==> config.mk <==
export PLATFORM = sky130hd
export DESIGN_NAME = acq_waveform_timing
export DESIGN_NICKNAME = d
export VERILOG_FILES = /design/src/core/acq_timing_pkg.sv /design/src/core/pin_event_detect.sv /design/src/core/pulse_stretch.sv /design/src/core/acq_waveform_timing.sv
export SDC_FILE = /design/constraint.sdc
export NUM_CORES = 1
export LEC_CHECK = 0
export ABC_AREA = 1
export BUFFER_PORTS_ARGS = -buffer_cell sky130_fd_sc_hd__buf_4
export CORE_ASPECT_RATIO = 2
export CORE_MARGIN = 5
export CORE_UTILIZATION = 40
export CTS_BUF_LIST = sky130_fd_sc_hd__clkbuf_4 sky130_fd_sc_hd__clkbuf_8
export CTS_CLUSTER_SIZE = 28
export DETAILED_ROUTE_END_ITERATION = 8
export GPL_TIMING_DRIVEN = 0
export SLEW_MARGIN = 20
export SYNTH_ARGS = -nofsm -noshare
export SYNTH_HDL_FRONTEND = slang
export SYNTH_SLANG_ARGS = --single-unit
==> constraint.sdc <==
create_clock -name clk_sys -period 1.8 [get_ports clk_sys]
set_input_delay 0.18 -clock clk_sys [delete_from_list [all_inputs] [get_ports clk_sys]]
set_output_delay 0.18 -clock clk_sys [all_outputs]
set_load 0.005 [all_outputs]
==> src/core/acq_timing_pkg.sv <==
package acq_timing_pkg;

  // Pins and widths
  localparam int          PIN_COUNT   = 10;
  localparam int          PIN_SEL_W   = 4;
  localparam int          CNT_W       = 24;
  localparam int          CLK_MHZ     = 100;

  // Register byte offsets
  localparam logic [11:0] ADDR_AI_CFG   = 12'h000;
  localparam logic [11:0] ADDR_AO_CFG   = 12'h004;
  localparam logic [11:0] ADDR_SAMP_DIV = 12'h008;
  localparam logic [11:0] ADDR_SCAN_DIV = 12'h00c;
  localparam logic [11:0] ADDR_LOAD_DIV = 12'h010;
  localparam logic [11:0] ADDR_OUT_EN   = 12'h014;
  localparam logic [11:0] ADDR_CMD      = 12'h018;
  localparam logic [11:0] ADDR_STATUS   = 12'h01c;

  // AI config field positions
  localparam int CONV_SEL_LSB  = 0;
  localparam int CONV_POL_BIT  = 4;
  localparam int CONV_EXT_BIT  = 5;
  localparam int GATE_SEL_LSB  = 8;
  localparam int GATE_POL_BIT  = 12;
  localparam int GATE_EDGE_BIT = 13;
  localparam int GATE_HW_BIT   = 14;
  localparam int SI_SEL_LSB    = 16;
  localparam int SI_POL_BIT    = 20;
  localparam int SI_EXT_BIT    = 21;
  localparam int SI_SLOW_BIT   = 22;
  localparam int SCAN_LEN_LSB  = 24;

  // AO config field positions
  localparam int TRIG_SEL_LSB  = 0;
  localparam int TRIG_POL_BIT  = 4;
  localparam int LOAD_SEL_LSB  = 8;
  localparam int LOAD_POL_BIT  = 12;
  localparam int LOAD_EXT_BIT  = 13;
  localparam int POSTED_BIT    = 14;
  localparam int UI_SEL_LSB    = 16;
  localparam int UI_POL_BIT    = 20;
  localparam int UI_EXT_BIT    = 21;
  localparam int UI_SLOW_BIT   = 22;

  // Command bits
  localparam int CMD_SEQ_START = 0;
  localparam int CMD_SEQ_STOP  = 1;
  localparam int CMD_SW_GATE   = 2;
  localparam int CMD_AO_STOP   = 3;
  localparam int CMD_AO_GATE   = 4;
  localparam int CMD_BUF_END   = 5;

  localparam logic [31:0] RESET_WORD = 32'h0000_0000;

  // Pulse widths in ns and the derived cycle counts
  localparam int CONV_PULSE_NS = 100;
  localparam int TRIG_PULSE_NS = 70;
  localparam int LOAD_PULSE_NS = 320;
  localparam int CONV_PULSE_CYC = (CONV_PULSE_NS * CLK_MHZ + 999) / 1000;
  localparam int TRIG_PULSE_CYC = (TRIG_PULSE_NS * CLK_MHZ + 999) / 1000;
  localparam int LOAD_PULSE_CYC = (LOAD_PULSE_NS * CLK_MHZ + 999) / 1000;

  // Timebase dividers: 20 MHz and 100 kHz
  localparam int FAST_TB_CYC = CLK_MHZ / 20;
  localparam int SLOW_TB_CYC = CLK_MHZ * 10;

endpackage

==> src/core/pin_event_detect.sv <==
`timescale 1ns/1ps
`default_nettype none
module pin_event_detect
  import acq_timing_pkg::*;
(
  input  wire logic                 clk_sys,
  input  wire logic                 rst_b,
  input  wire logic [PIN_COUNT-1:0] pinSync,
  input  wire logic [PIN_SEL_W-1:0] pinSel,
  input  wire logic                 invert,
  output logic                      level,
  output logic                      edgePulse
);

  logic levelQ_q;
  wire  picked = (pinSel < PIN_SEL_W'(PIN_COUNT)) ? pinSync[pinSel] : 1'b0;
  wire  polar  = picked ^ invert; // RQ24

  always_ff @(posedge clk_sys) begin
    if (!rst_b) begin
      levelQ_q <= 1'b0;
    end else begin
      levelQ_q <= polar;
    end
  end

  assign level     = levelQ_q;
  assign edgePulse = polar & ~levelQ_q; // RQ24

endmodule // pin_event_detect
`default_nettype wire

==> src/core/pulse_stretch.sv <==
`timescale 1ns/1ps
`default_nettype none
module pulse_stretch #(
  parameter int WIDTH_CYC = 1
) (
  input  wire logic clk_sys,
  input  wire logic rst_b,
  input  wire logic fire,
  output logic      active
);

  logic [7:0] count_q;

  always_ff @(posedge clk_sys) begin
    if (!rst_b) begin
      count_q <= 8'h00;
    end else if (fire) begin
      count_q <= 8'(WIDTH_CYC);
    end else if (count_q != 8'h00) begin
      count_q <= count_q - 8'h01;
    end
  end

  assign active = (count_q != 8'h00);

endmodule // pulse_stretch
`default_nettype wire

==> src/core/acq_waveform_timing.sv <==
// Summary of operation
// RQ1: Any pin, chosen edge, starts one conversion
// RQ2: External convert edges at least 5 us apart
// RQ3: Convert output mirrors applied strobe, active low
// RQ4: Monitored outputs tristated until software enables
// RQ5: Sample counter makes strobes, reloads per scan
// RQ6: No conversions outside an acquisition sequence
// RQ7: Scans gated by hardware or software gate
// RQ8: Gate from any pin, level/edge, polarity
// RQ9: Level mode: active gate blocks scan starts
// RQ10: Edge mode: gate edges toggle scan enable
// RQ11: Gate changes apply only at scan boundary
// RQ12: Scan interval clock times scan starts
// RQ13: External clocks at most 20 MHz
// RQ14: Internal timebase 20 MHz or 100 kHz
// RQ15: Trigger edge starts waveform and load counter
// RQ16: Trigger output mirrors real trigger, active high
// RQ17: Load strobe acts only in posted mode
// RQ18: Load output mirrors applied pulse, active low
// RQ19: DAC loads within 100 ns of strobe
// RQ20: Load counter starts on trigger, stops on command
// RQ21: Software gate suppresses every load strobe
// RQ22: Load interval clock times load strobes
// RQ23: Strobes blocked until scan start occurs
// RQ24: Inputs synchronised and polarity set first
//
// Decided for this implementation: the APB interface to the registers and the register offsets.
`timescale 1ns/1ps
`default_nettype none
module acq_waveform_timing
  import acq_timing_pkg::*;
(
  input  wire logic                 clk_sys,
  input  wire logic                 rst_b,
  input  wire logic                 psel,
  input  wire logic                 penable,
  input  wire logic                 pwrite,
  input  wire logic [11:0]          paddr,
  input  wire logic [31:0]          pwdata,
  output logic      [31:0]          prdata,
  output logic                      pready,
  output logic                      pslverr,
  input  wire logic [PIN_COUNT-1:0] prog_function_pin,
  input  wire logic                 scan_begin_pulse,
  output logic                      convStrobe,
  output logic                      dacLoad,
  output logic                      convOut,
  output logic                      convOe_b,
  output logic                      trigOut,
  output logic                      trigOe_b,
  output logic                      loadOut,
  output logic                      loadOe_b
);

  ////////////////////////////////////////////////////////////////////////////
  // Registers

  logic [31:0]          aiCfg_q, aoCfg_q, outEn_q;
  logic [CNT_W-1:0]     sampDiv_q, scanDiv_q, loadDiv_q;
  logic                 seqActive_q, swGate_q, aoGate_q, aoRun_q;
  logic [PIN_COUNT-1:0] pinMeta_q, pinSync_q;

  wire apbWrite = psel & penable & pwrite;
  wire cmdWrite = apbWrite & (paddr == ADDR_CMD);

  function automatic logic hit(input logic [11:0] a, input logic [11:0] o);
    return a == o;
  endfunction

  wire addrOk = hit(paddr, ADDR_AI_CFG) | hit(paddr, ADDR_AO_CFG) |
                hit(paddr, ADDR_SAMP_DIV) | hit(paddr, ADDR_SCAN_DIV) |
                hit(paddr, ADDR_LOAD_DIV) | hit(paddr, ADDR_OUT_EN) |
                hit(paddr, ADDR_CMD) | hit(paddr, ADDR_STATUS);

  assign pready  = 1'b1;
  assign pslverr = psel & penable & ~addrOk;

  always_ff @(posedge clk_sys) begin
    if (!rst_b) begin
      aiCfg_q   <= RESET_WORD;
      aoCfg_q   <= RESET_WORD;
      outEn_q   <= RESET_WORD; // RQ4
      sampDiv_q <= CNT_W'(RESET_WORD);
      scanDiv_q <= CNT_W'(RESET_WORD);
      loadDiv_q <= CNT_W'(RESET_WORD);
      swGate_q  <= 1'b0;
      aoGate_q  <= 1'b0;
    end else if (apbWrite) begin
      if (hit(paddr, ADDR_AI_CFG))   aiCfg_q   <= pwdata;
      if (hit(paddr, ADDR_AO_CFG))   aoCfg_q   <= pwdata;
      if (hit(paddr, ADDR_OUT_EN))   outEn_q   <= pwdata;
      if (hit(paddr, ADDR_SAMP_DIV)) sampDiv_q <= pwdata[CNT_W-1:0];
      if (hit(paddr, ADDR_SCAN_DIV)) scanDiv_q <= pwdata[CNT_W-1:0];
      if (hit(paddr, ADDR_LOAD_DIV)) loadDiv_q <= pwdata[CNT_W-1:0];
      if (cmdWrite) begin
        swGate_q <= pwdata[CMD_SW_GATE];
        aoGate_q <= pwdata[CMD_AO_GATE];
      end
    end
  end

  ////////////////////////////////////////////////////////////////////////////
  // Pin synchronisers and event detectors

  always_ff @(posedge clk_sys) begin
    if (!rst_b) begin
      pinMeta_q <= '0;
      pinSync_q <= '0;
    end else begin
      pinMeta_q <= prog_function_pin; // RQ24
      pinSync_q <= pinMeta_q;
    end
  end

  logic convLvl, convEdge, gateLvl, gateEdge, siLvl, siEdge;
  logic trigLvl, trigEdge, loadLvl, loadEdge, uiLvl, uiEdge;

  pin_event_detect uConv (.clk_sys(clk_sys), .rst_b(rst_b),
    .pinSync(pinSync_q), .pinSel(aiCfg_q[CONV_SEL_LSB+:PIN_SEL_W]),
    .invert(aiCfg_q[CONV_POL_BIT]), .level(convLvl), .edgePulse(convEdge));
  pin_event_detect uGate (.clk_sys(clk_sys), .rst_b(rst_b), // RQ8
    .pinSync(pinSync_q), .pinSel(aiCfg_q[GATE_SEL_LSB+:PIN_SEL_W]),
    .invert(aiCfg_q[GATE_POL_BIT]), .level(gateLvl), .edgePulse(gateEdge));
  pin_event_detect uSi (.clk_sys(clk_sys), .rst_b(rst_b),
    .pinSync(pinSync_q), .pinSel(aiCfg_q[SI_SEL_LSB+:PIN_SEL_W]),
    .invert(aiCfg_q[SI_POL_BIT]), .level(siLvl), .edgePulse(siEdge));
  pin_event_detect uTrig (.clk_sys(clk_sys), .rst_b(rst_b),
    .pinSync(pinSync_q), .pinSel(aoCfg_q[TRIG_SEL_LSB+:PIN_SEL_W]),
    .invert(aoCfg_q[TRIG_POL_BIT]), .level(trigLvl), .edgePulse(trigEdge));
  pin_event_detect uLoad (.clk_sys(clk_sys), .rst_b(rst_b),
    .pinSync(pinSync_q), .pinSel(aoCfg_q[LOAD_SEL_LSB+:PIN_SEL_W]),
    .invert(aoCfg_q[LOAD_POL_BIT]), .level(loadLvl), .edgePulse(loadEdge));
  pin_event_detect uUi (.clk_sys(clk_sys), .rst_b(rst_b),
    .pinSync(pinSync_q), .pinSel(aoCfg_q[UI_SEL_LSB+:PIN_SEL_W]),
    .invert(aoCfg_q[UI_POL_BIT]), .level(uiLvl), .edgePulse(uiEdge));

  ////////////////////////////////////////////////////////////////////////////
  // Internal timebase ticks

  logic [9:0] fastCnt_q, slowCnt_q;
  wire fastTick = (fastCnt_q == 10'(FAST_TB_CYC - 1));
  wire slowTick = (slowCnt_q == 10'(SLOW_TB_CYC - 1));

  always_ff @(posedge clk_sys) begin
    if (!rst_b) begin
      fastCnt_q <= 10'h000;
      slowCnt_q <= 10'h000;
    end else begin
      fastCnt_q <= fastTick ? 10'h000 : fastCnt_q + 10'h001;
      slowCnt_q <= slowTick ? 10'h000 : slowCnt_q + 10'h001;
    end
  end

  // Level-mode external clock: count its active-going transition
  wire siTick = aiCfg_q[SI_EXT_BIT] ? siEdge : // RQ12
                (aiCfg_q[SI_SLOW_BIT] ? slowTick : fastTick); // RQ14
  wire uiTick = aoCfg_q[UI_EXT_BIT] ? uiEdge : // RQ22
                (aoCfg_q[UI_SLOW_BIT] ? slowTick : fastTick); // RQ14

  ////////////////////////////////////////////////////////////////////////////
  // Acquisition sequence, scan gate and scan start

  logic [CNT_W-1:0] scanCnt_q, sampCnt_q;
  logic [7:0]       convLeft_q;
  logic             gateToggle_q, inScan_q;

  wire seqStart = cmdWrite & pwdata[CMD_SEQ_START];
  wire seqStop  = cmdWrite & pwdata[CMD_SEQ_STOP];
  wire hwBlock  = aiCfg_q[GATE_HW_BIT] &
                  (aiCfg_q[GATE_EDGE_BIT] ? gateToggle_q : gateLvl); // RQ9
  wire gateBlock = hwBlock | swGate_q; // RQ7
  wire scanTimer = seqActive_q & siTick & (scanCnt_q == '0);
  // Gate is only sampled when a scan would begin, never mid-scan
  wire scanStart = seqActive_q & ~inScan_q & ~gateBlock & // RQ11
                   (scanTimer | scan_begin_pulse);

  wire extConv  = aiCfg_q[CONV_EXT_BIT];
  wire sampTick = inScan_q & ~extConv & (sampCnt_q == '0); // RQ5
  wire convFire = seqActive_q & inScan_q & // RQ6
                  (extConv ? convEdge : sampTick); // RQ1 RQ23
  wire lastConv = convFire & (convLeft_q == 8'h01);

  always_ff @(posedge clk_sys) begin
    if (!rst_b) begin
      seqActive_q  <= 1'b0;
      gateToggle_q <= 1'b0;
      inScan_q     <= 1'b0;
      scanCnt_q    <= '0;
      sampCnt_q    <= '0;
      convLeft_q   <= 8'h00;
    end else begin
      seqActive_q <= (seqActive_q | seqStart) & ~seqStop;
      if (gateEdge) gateToggle_q <= ~gateToggle_q; // RQ10
      if (siTick) scanCnt_q <= (scanCnt_q == '0) ? scanDiv_q
                                                  : scanCnt_q - 1'b1;
      if (scanStart) begin
        inScan_q   <= 1'b1;
        sampCnt_q  <= sampDiv_q; // RQ5
        convLeft_q <= aiCfg_q[SCAN_LEN_LSB+:8];
      end else if (!seqActive_q || lastConv) begin
        inScan_q  <= 1'b0;
        sampCnt_q <= sampDiv_q; // RQ5
      end else if (inScan_q) begin
        // A length of zero never counts down, so the scan runs until stop
        if (convFire && convLeft_q != 8'h00) convLeft_q <= convLeft_q - 8'h01;
        if (sampTick) sampCnt_q <= sampDiv_q;
        else if (siTick) sampCnt_q <= sampCnt_q - 1'b1;
      end
    end
  end

  assign convStrobe = convFire;

  ////////////////////////////////////////////////////////////////////////////
  // Waveform trigger and DAC loads

  wire aoStop   = cmdWrite & (pwdata[CMD_AO_STOP] | pwdata[CMD_BUF_END]);
  wire trigFire = trigEdge & ~aoRun_q; // RQ15
  wire extLoad  = aoCfg_q[LOAD_EXT_BIT];
  logic [CNT_W-1:0] loadCnt_q;
  wire intLoad  = aoRun_q & uiTick & (loadCnt_q == '0); // RQ20
  wire loadFire = aoCfg_q[POSTED_BIT] & ~aoGate_q & // RQ17 RQ21
                  (extLoad ? loadEdge : intLoad);

  always_ff @(posedge clk_sys) begin
    if (!rst_b) begin
      aoRun_q   <= 1'b0;
      loadCnt_q <= '0;
    end else begin
      // A trigger in the cycle of a stop wins, so trigOut never lies
      if (trigFire) aoRun_q <= 1'b1;
      else if (aoStop) aoRun_q <= 1'b0; // RQ20
      if (trigFire) loadCnt_q <= loadDiv_q; // RQ15
      else if (aoRun_q && uiTick)
        loadCnt_q <= (loadCnt_q == '0) ? loadDiv_q : loadCnt_q - 1'b1;
    end
  end

  // Combinational so the DAC sees the load in the same cycle
  assign dacLoad = loadFire; // RQ19

  ////////////////////////////////////////////////////////////////////////////
  // Monitored outputs

  logic convAct, trigAct, loadAct;
  pulse_stretch #(.WIDTH_CYC(CONV_PULSE_CYC)) uConvP (.clk_sys(clk_sys),
    .rst_b(rst_b), .fire(convFire), .active(convAct));
  pulse_stretch #(.WIDTH_CYC(TRIG_PULSE_CYC)) uTrigP (.clk_sys(clk_sys),
    .rst_b(rst_b), .fire(trigFire), .active(trigAct));
  pulse_stretch #(.WIDTH_CYC(LOAD_PULSE_CYC)) uLoadP (.clk_sys(clk_sys),
    .rst_b(rst_b), .fire(loadFire), .active(loadAct));

  assign convOut  = ~convAct; // RQ3
  assign trigOut  = trigAct; // RQ16
  assign loadOut  = ~loadAct; // RQ18
  assign convOe_b = ~outEn_q[0]; // RQ4
  assign trigOe_b = ~outEn_q[1];
  assign loadOe_b = ~outEn_q[2];

  ////////////////////////////////////////////////////////////////////////////
  // Read mux

  wire [31:0] status = {26'h0, gateBlock, gateToggle_q, aoRun_q,
                        inScan_q, seqActive_q, swGate_q};
  always_ff @(posedge clk_sys) begin
    if (!rst_b) begin
      prdata <= 32'h0000_0000;
    end else if (psel && !penable && !pwrite) begin
      unique case (1'b1)
        hit(paddr, ADDR_AI_CFG):   prdata <= aiCfg_q;
        hit(paddr, ADDR_AO_CFG):   prdata <= aoCfg_q;
        hit(paddr, ADDR_SAMP_DIV): prdata <= 32'(sampDiv_q);
        hit(paddr, ADDR_SCAN_DIV): prdata <= 32'(scanDiv_q);
        hit(paddr, ADDR_LOAD_DIV): prdata <= 32'(loadDiv_q);
        hit(paddr, ADDR_OUT_EN):   prdata <= outEn_q;
        hit(paddr, ADDR_STATUS):   prdata <= status;
        default:                   prdata <= 32'h0000_0000;
      endcase
    end
  end

  ////////////////////////////////////////////////////////////////////////////
  // Checks

  no_conv_idle_a: assert property (@(posedge clk_sys) disable iff (!rst_b)
    !seqActive_q |-> !convStrobe) else $error("convert outside sequence"); // RQ6
  conv_pin_low_a: assert property (@(posedge clk_sys) disable iff (!rst_b)
    convStrobe |=> !convOut [*2]) else $error("convert pulse short"); // RQ3
  trig_pin_high_a: assert property (@(posedge clk_sys) disable iff (!rst_b)
    trigFire |=> trigOut) else $error("trigger pulse missing"); // RQ16
  load_pin_low_a: assert property (@(posedge clk_sys) disable iff (!rst_b)
    dacLoad |=> !loadOut [*8]) else $error("load pulse short"); // RQ18
  gate_blocks_load_a: assert property (@(posedge clk_sys) disable iff (!rst_b)
    aoGate_q |-> !dacLoad) else $error("load while gated"); // RQ21
  posted_only_a: assert property (@(posedge clk_sys) disable iff (!rst_b)
    !aoCfg_q[POSTED_BIT] |-> !dacLoad) else $error("load not posted"); // RQ17
  gate_blocks_scan_a: assert property (@(posedge clk_sys) disable iff (!rst_b)
    gateBlock |=> !$rose(inScan_q)) else $error("scan under gate"); // RQ9
  no_strobe_preScan_a: assert property (@(posedge clk_sys)
    disable iff (!rst_b)
    !inScan_q |-> !convStrobe) else $error("strobe before scan"); // RQ23
  tristate_reset_a: assert property (@(posedge clk_sys) disable iff (!rst_b)
    $rose(rst_b) |-> convOe_b && trigOe_b && loadOe_b)
    else $error("output driven at start"); // RQ4
  scan_runs_on_a: assert property (@(posedge clk_sys) disable iff (!rst_b)
    inScan_q && seqActive_q && !lastConv |=> inScan_q)
    else $error("scan cut short"); // RQ11
  gate_edge_flip_a: assert property (@(posedge clk_sys) disable iff (!rst_b)
    gateEdge |=> gateToggle_q != $past(gateToggle_q))
    else $error("gate edge lost"); // RQ10
  trig_run_set_a: assert property (@(posedge clk_sys) disable iff (!rst_b)
    trigFire |=> aoRun_q) else $error("trigger did not start"); // RQ15
  stop_run_clr_a: assert property (@(posedge clk_sys) disable iff (!rst_b)
    aoStop && !trigFire |=> !aoRun_q) else $error("run after stop"); // RQ20

endmodule // acq_waveform_timing
`default_nettype wire

==> results.md <==
* Ports at ~100
* Core ar. at 43240 µm²
* Final WS setup at -0.9736 ns
* Mapped Cells at around 2500
* CP arrival at 2.59 ns
* Period utilization at 154.1%
* Mapped Nets at 2602
* Placed cell count at around 3200
* Final Total Pwr at 22.47 mW
* Post-synthesis sequential area ratio at 40.85%
* Setup Skew at ~0.055 ns
* Cell Count, Final, Fillers Out at 3425
* CP bufs+invs at 3
* WHS Path Cells at 4
* Global-route usage over all layers at 28.04%
* Mean Syn Cell Area at 6.901 µm²
* Maximum vdd drop at 0.6197 mV
* Clk buf depth at 3
* Final Cell Area at 23010 µm²
* Peak Freq at 360.5 MHz
* CP Launch Type: register
* Kind of critical path: register to output pin
* Final worst path period need at 2.774 ns
* Post-Place Cell Area at between 15000 and 20000 µm²
* Die height at 305.3 µm
* Vias at 18626
* DR iter-0 viols at 1137
* Overflow after GRT at 0
* Post-route ant nets at 0
* Ys Warns at 0
* Num CTS Buffers at 53
* DRT Pass-1 Iters at 5
* Worst Setup End Kind: output pin
* Final net count at 2906
* R2r startpoint: fastCnt_q[0]
* Worst skew pair latency at 0.67 ns
* Post-DP HPWL at 51610 µm
* R2R cell count at 16
* H-tree depth at 2
* Synthesis-stage register bit count at approximately 360
* Post-synth EDFFs at 0
* Layout cell share with drive strength beyond 1 at about 23%
* Worst Path Required at 1.62 ns
* RSZ-0062 raised after global routing: true
* FFs w/ async S/R, synth at 0%
* Commonest non-fill, non-tap cell in the layout: nand2_1
* Worst slew pin tran at approximately 0.95 ns
* Die width at about 160 µm
* Std cell rows at 108
* Max incr delay on CP at 0.44 ns
* Leakage power at ~9.2 nW
* Finished Core Util at 53.22%
* Starting Density at ~40%
* Most frequent cells in the layout: nand2_1 (350), dfxtp_1 (332), a21oi_1 (291)
* Share of the synthesized area in the top cell type at 40.85%
* Synth Cell Area at around 17000 µm²
* Yosys top cell by area: dfxtp_1
* Initial antenna violation count at 2
* Post-synth top flop: dfxtp_1
* Slew Limit Fails at 0
* Synth unique cells at 49
* CP top delay family: simple AND/OR/NAND/NOR gates
* Drt total wl at 70060 µm
* R2R setup slack at -0.62 ns
* First-pass GRT wire length at 104100 µm
* Slowest cell on crit path: dfxtp_1
* Final hold slack at roughly 0.031 ns
* Failing checks: setup timing
* CP max FO at 4
* Worst r2r dst: scanCnt_q[16]
* Hold Crit Class: input pin to register
* Cell mode on critical path: nand2_2
* Worst hold start: pwrite
* Final hold viol count at 0
* Gp weighted congestion at between 1 and 1.5
* Clock Pin Slew Worst Setup and Hold Paths at roughly 0.080 ns
* PortBufs at 99
* Status: finished with violations
* Slew headroom at 36.10%
* Vias in the first global route at 18116
* Max-Cap Viols at 0
* Clock Root Buffer: clkbuf_8
* Wire per inst at 20.46 µm
* Largest cells by area after synthesis: dfxtp_1 (41%), a21oi_1 (8.9%), nand2_1 (8.4%), nor2_1 (7.0%), inv_1 (6.8%)
* Area grow syn2layout at 31.92%
* Die ar. at 48140 µm²
* Largest net degree at the start of global routing at 14
* DRC violation count after routing at 0
* Setup violators final at around 100
* Hold EP: prdata[6]
* CTS tree: yes
* P per Cell Area at 976.4 nW/µm²
* Clock Sinks at 356
* Critical path, cell by cell: inv_2, a21oi_4, o21ai_2, nand3_1, nand3_2, nand3_2, nand2_2, nor2_2, nand2_1, nand2_2, nand3b_1, nand2_2, nand2_4, inv_2, buf_6
* Vias per cell at 5.438
==> layer usage <==
metal / global-route usage [%] / vias to the layer above / part of all wire, %
met2: 49.10 / 728 / 50
met5: 0 / - / 0.019
li1: - / 8948 / -
met1: 30.08 / 8666 / 35
met4: 21.45 / 2 / 9.3
met3: 3.213 / 282 / 5.2
==> registers in the layout (all words and copies together), names as in the netlist, 24 cells and up <==
signal and flops:
aoCfg_q 32, scanDiv_q 24, prdata 32, loadCnt_q 24, loadDiv_q 24, aiCfg_q 32, sampDiv_q 24, outEn_q 32
scanCnt_q 24, sampCnt_q 24
==> power breakdown <==
| group | internal [mW] | total (mW) | switching, mW |
|---|---|---|---|
| clock | 4.27 | 7.69 | 3.42 |
| sequential | 8.24 | 8.57 | 0.335 |
| combinational | 2.68 | 6.21 | 3.54 |
| total | 15.2 | 22.5 | 7.29 |
==> repair_timing <==
item                                   4_1_cts  5_1_grt
setup endpoints to repair                  120      176
pin swaps                                   53       65
gates resized for setup                    276      209
endpoints found under the hold margin      180        0
hold buffers                                45        0
buffers inserted                            58       50
cloned                                       7        2
==> Yosys cell counts (8+ instances only) <==
cell        n
nor3_1     24
nor2_1    326
nand3_2     9
nand2_1   392
nand3_1   147
dfxtp_1   356
a211oi_1   10
o21ai_0   236
xor2_1     45
clkbuf_1   89
nand4_1    27
or2_2      10
inv_2      13
xnor2_1    12
buf_2      23
o221ai_1    8
ha_1       14
inv_1     316
a31oi_1    14
o22ai_1    54
o41ai_1    19
a21oi_1   311
==> metrics by stage <==
stage          worst slack [ns]  TNS (ns)
6_report                -0.9736    -48.02
5_1_grt                 -0.9875    -56.38
4_1_cts                 -0.9654    -40.66
3_5_place_dp            -0.8980   -167.34
3_3_place_gp            -0.8366   -156.66
2_1_floorplan           -0.1003    -2.267
==> worst min-delay path: cells and delay by family <==
family | cells | cell delay [ns]
compound gates | 2 | 0.25
simple gates | 1 | 0.13
buf+inv | 1 | 0.08
==> worst max-delay path by stage <==
stage                     cells after the start            end  slack, ns         start
after floorplan                              16  sampCnt_q[22]      -0.10  scanCnt_q[1]
after global routing                         15        dacLoad      -0.99   aoCfg_q[16]
final                                        15        dacLoad      -0.97   aoCfg_q[17]
after detailed placement                     11  convLeft_q[4]      -0.90  sampCnt_q[0]
after CTS                                    15        dacLoad      -0.97   aoCfg_q[16]
after global placement                       11  convLeft_q[7]      -0.84  sampCnt_q[0]
==> area by class of cell <==
type | count | area [µm²]
fillers | 4225 | 20230
well taps | 550 | 688.2
plain buffers | 122 | 783.3
diodes | 1 | 2.502
repair buffers | 250 | 2216
clock inverters | 12 | 143.9
flip-flops and latches | 356 | 7174
multi-input cells | 1718 | 9624
clock buffers | 85 | 1089
inverters | 331 | 1292
==> cells by family (layout without fill, tap and decap cells) <==
group,Yosys count,after routing,share of synthesized area (%)
AND/OR/NAND/NOR,979,980,24.50
AO/OA/AOI/OAI,666,666,20.53
buffers and inverters,455,800,10.23
flip-flops,356,356,40.85
XOR/XNOR,57,57,2.862
adder cells (fa/ha/maj),14,14,1.004
other,1,2,0.02150
Note: power is estimated with default switching activity, not from simulation.
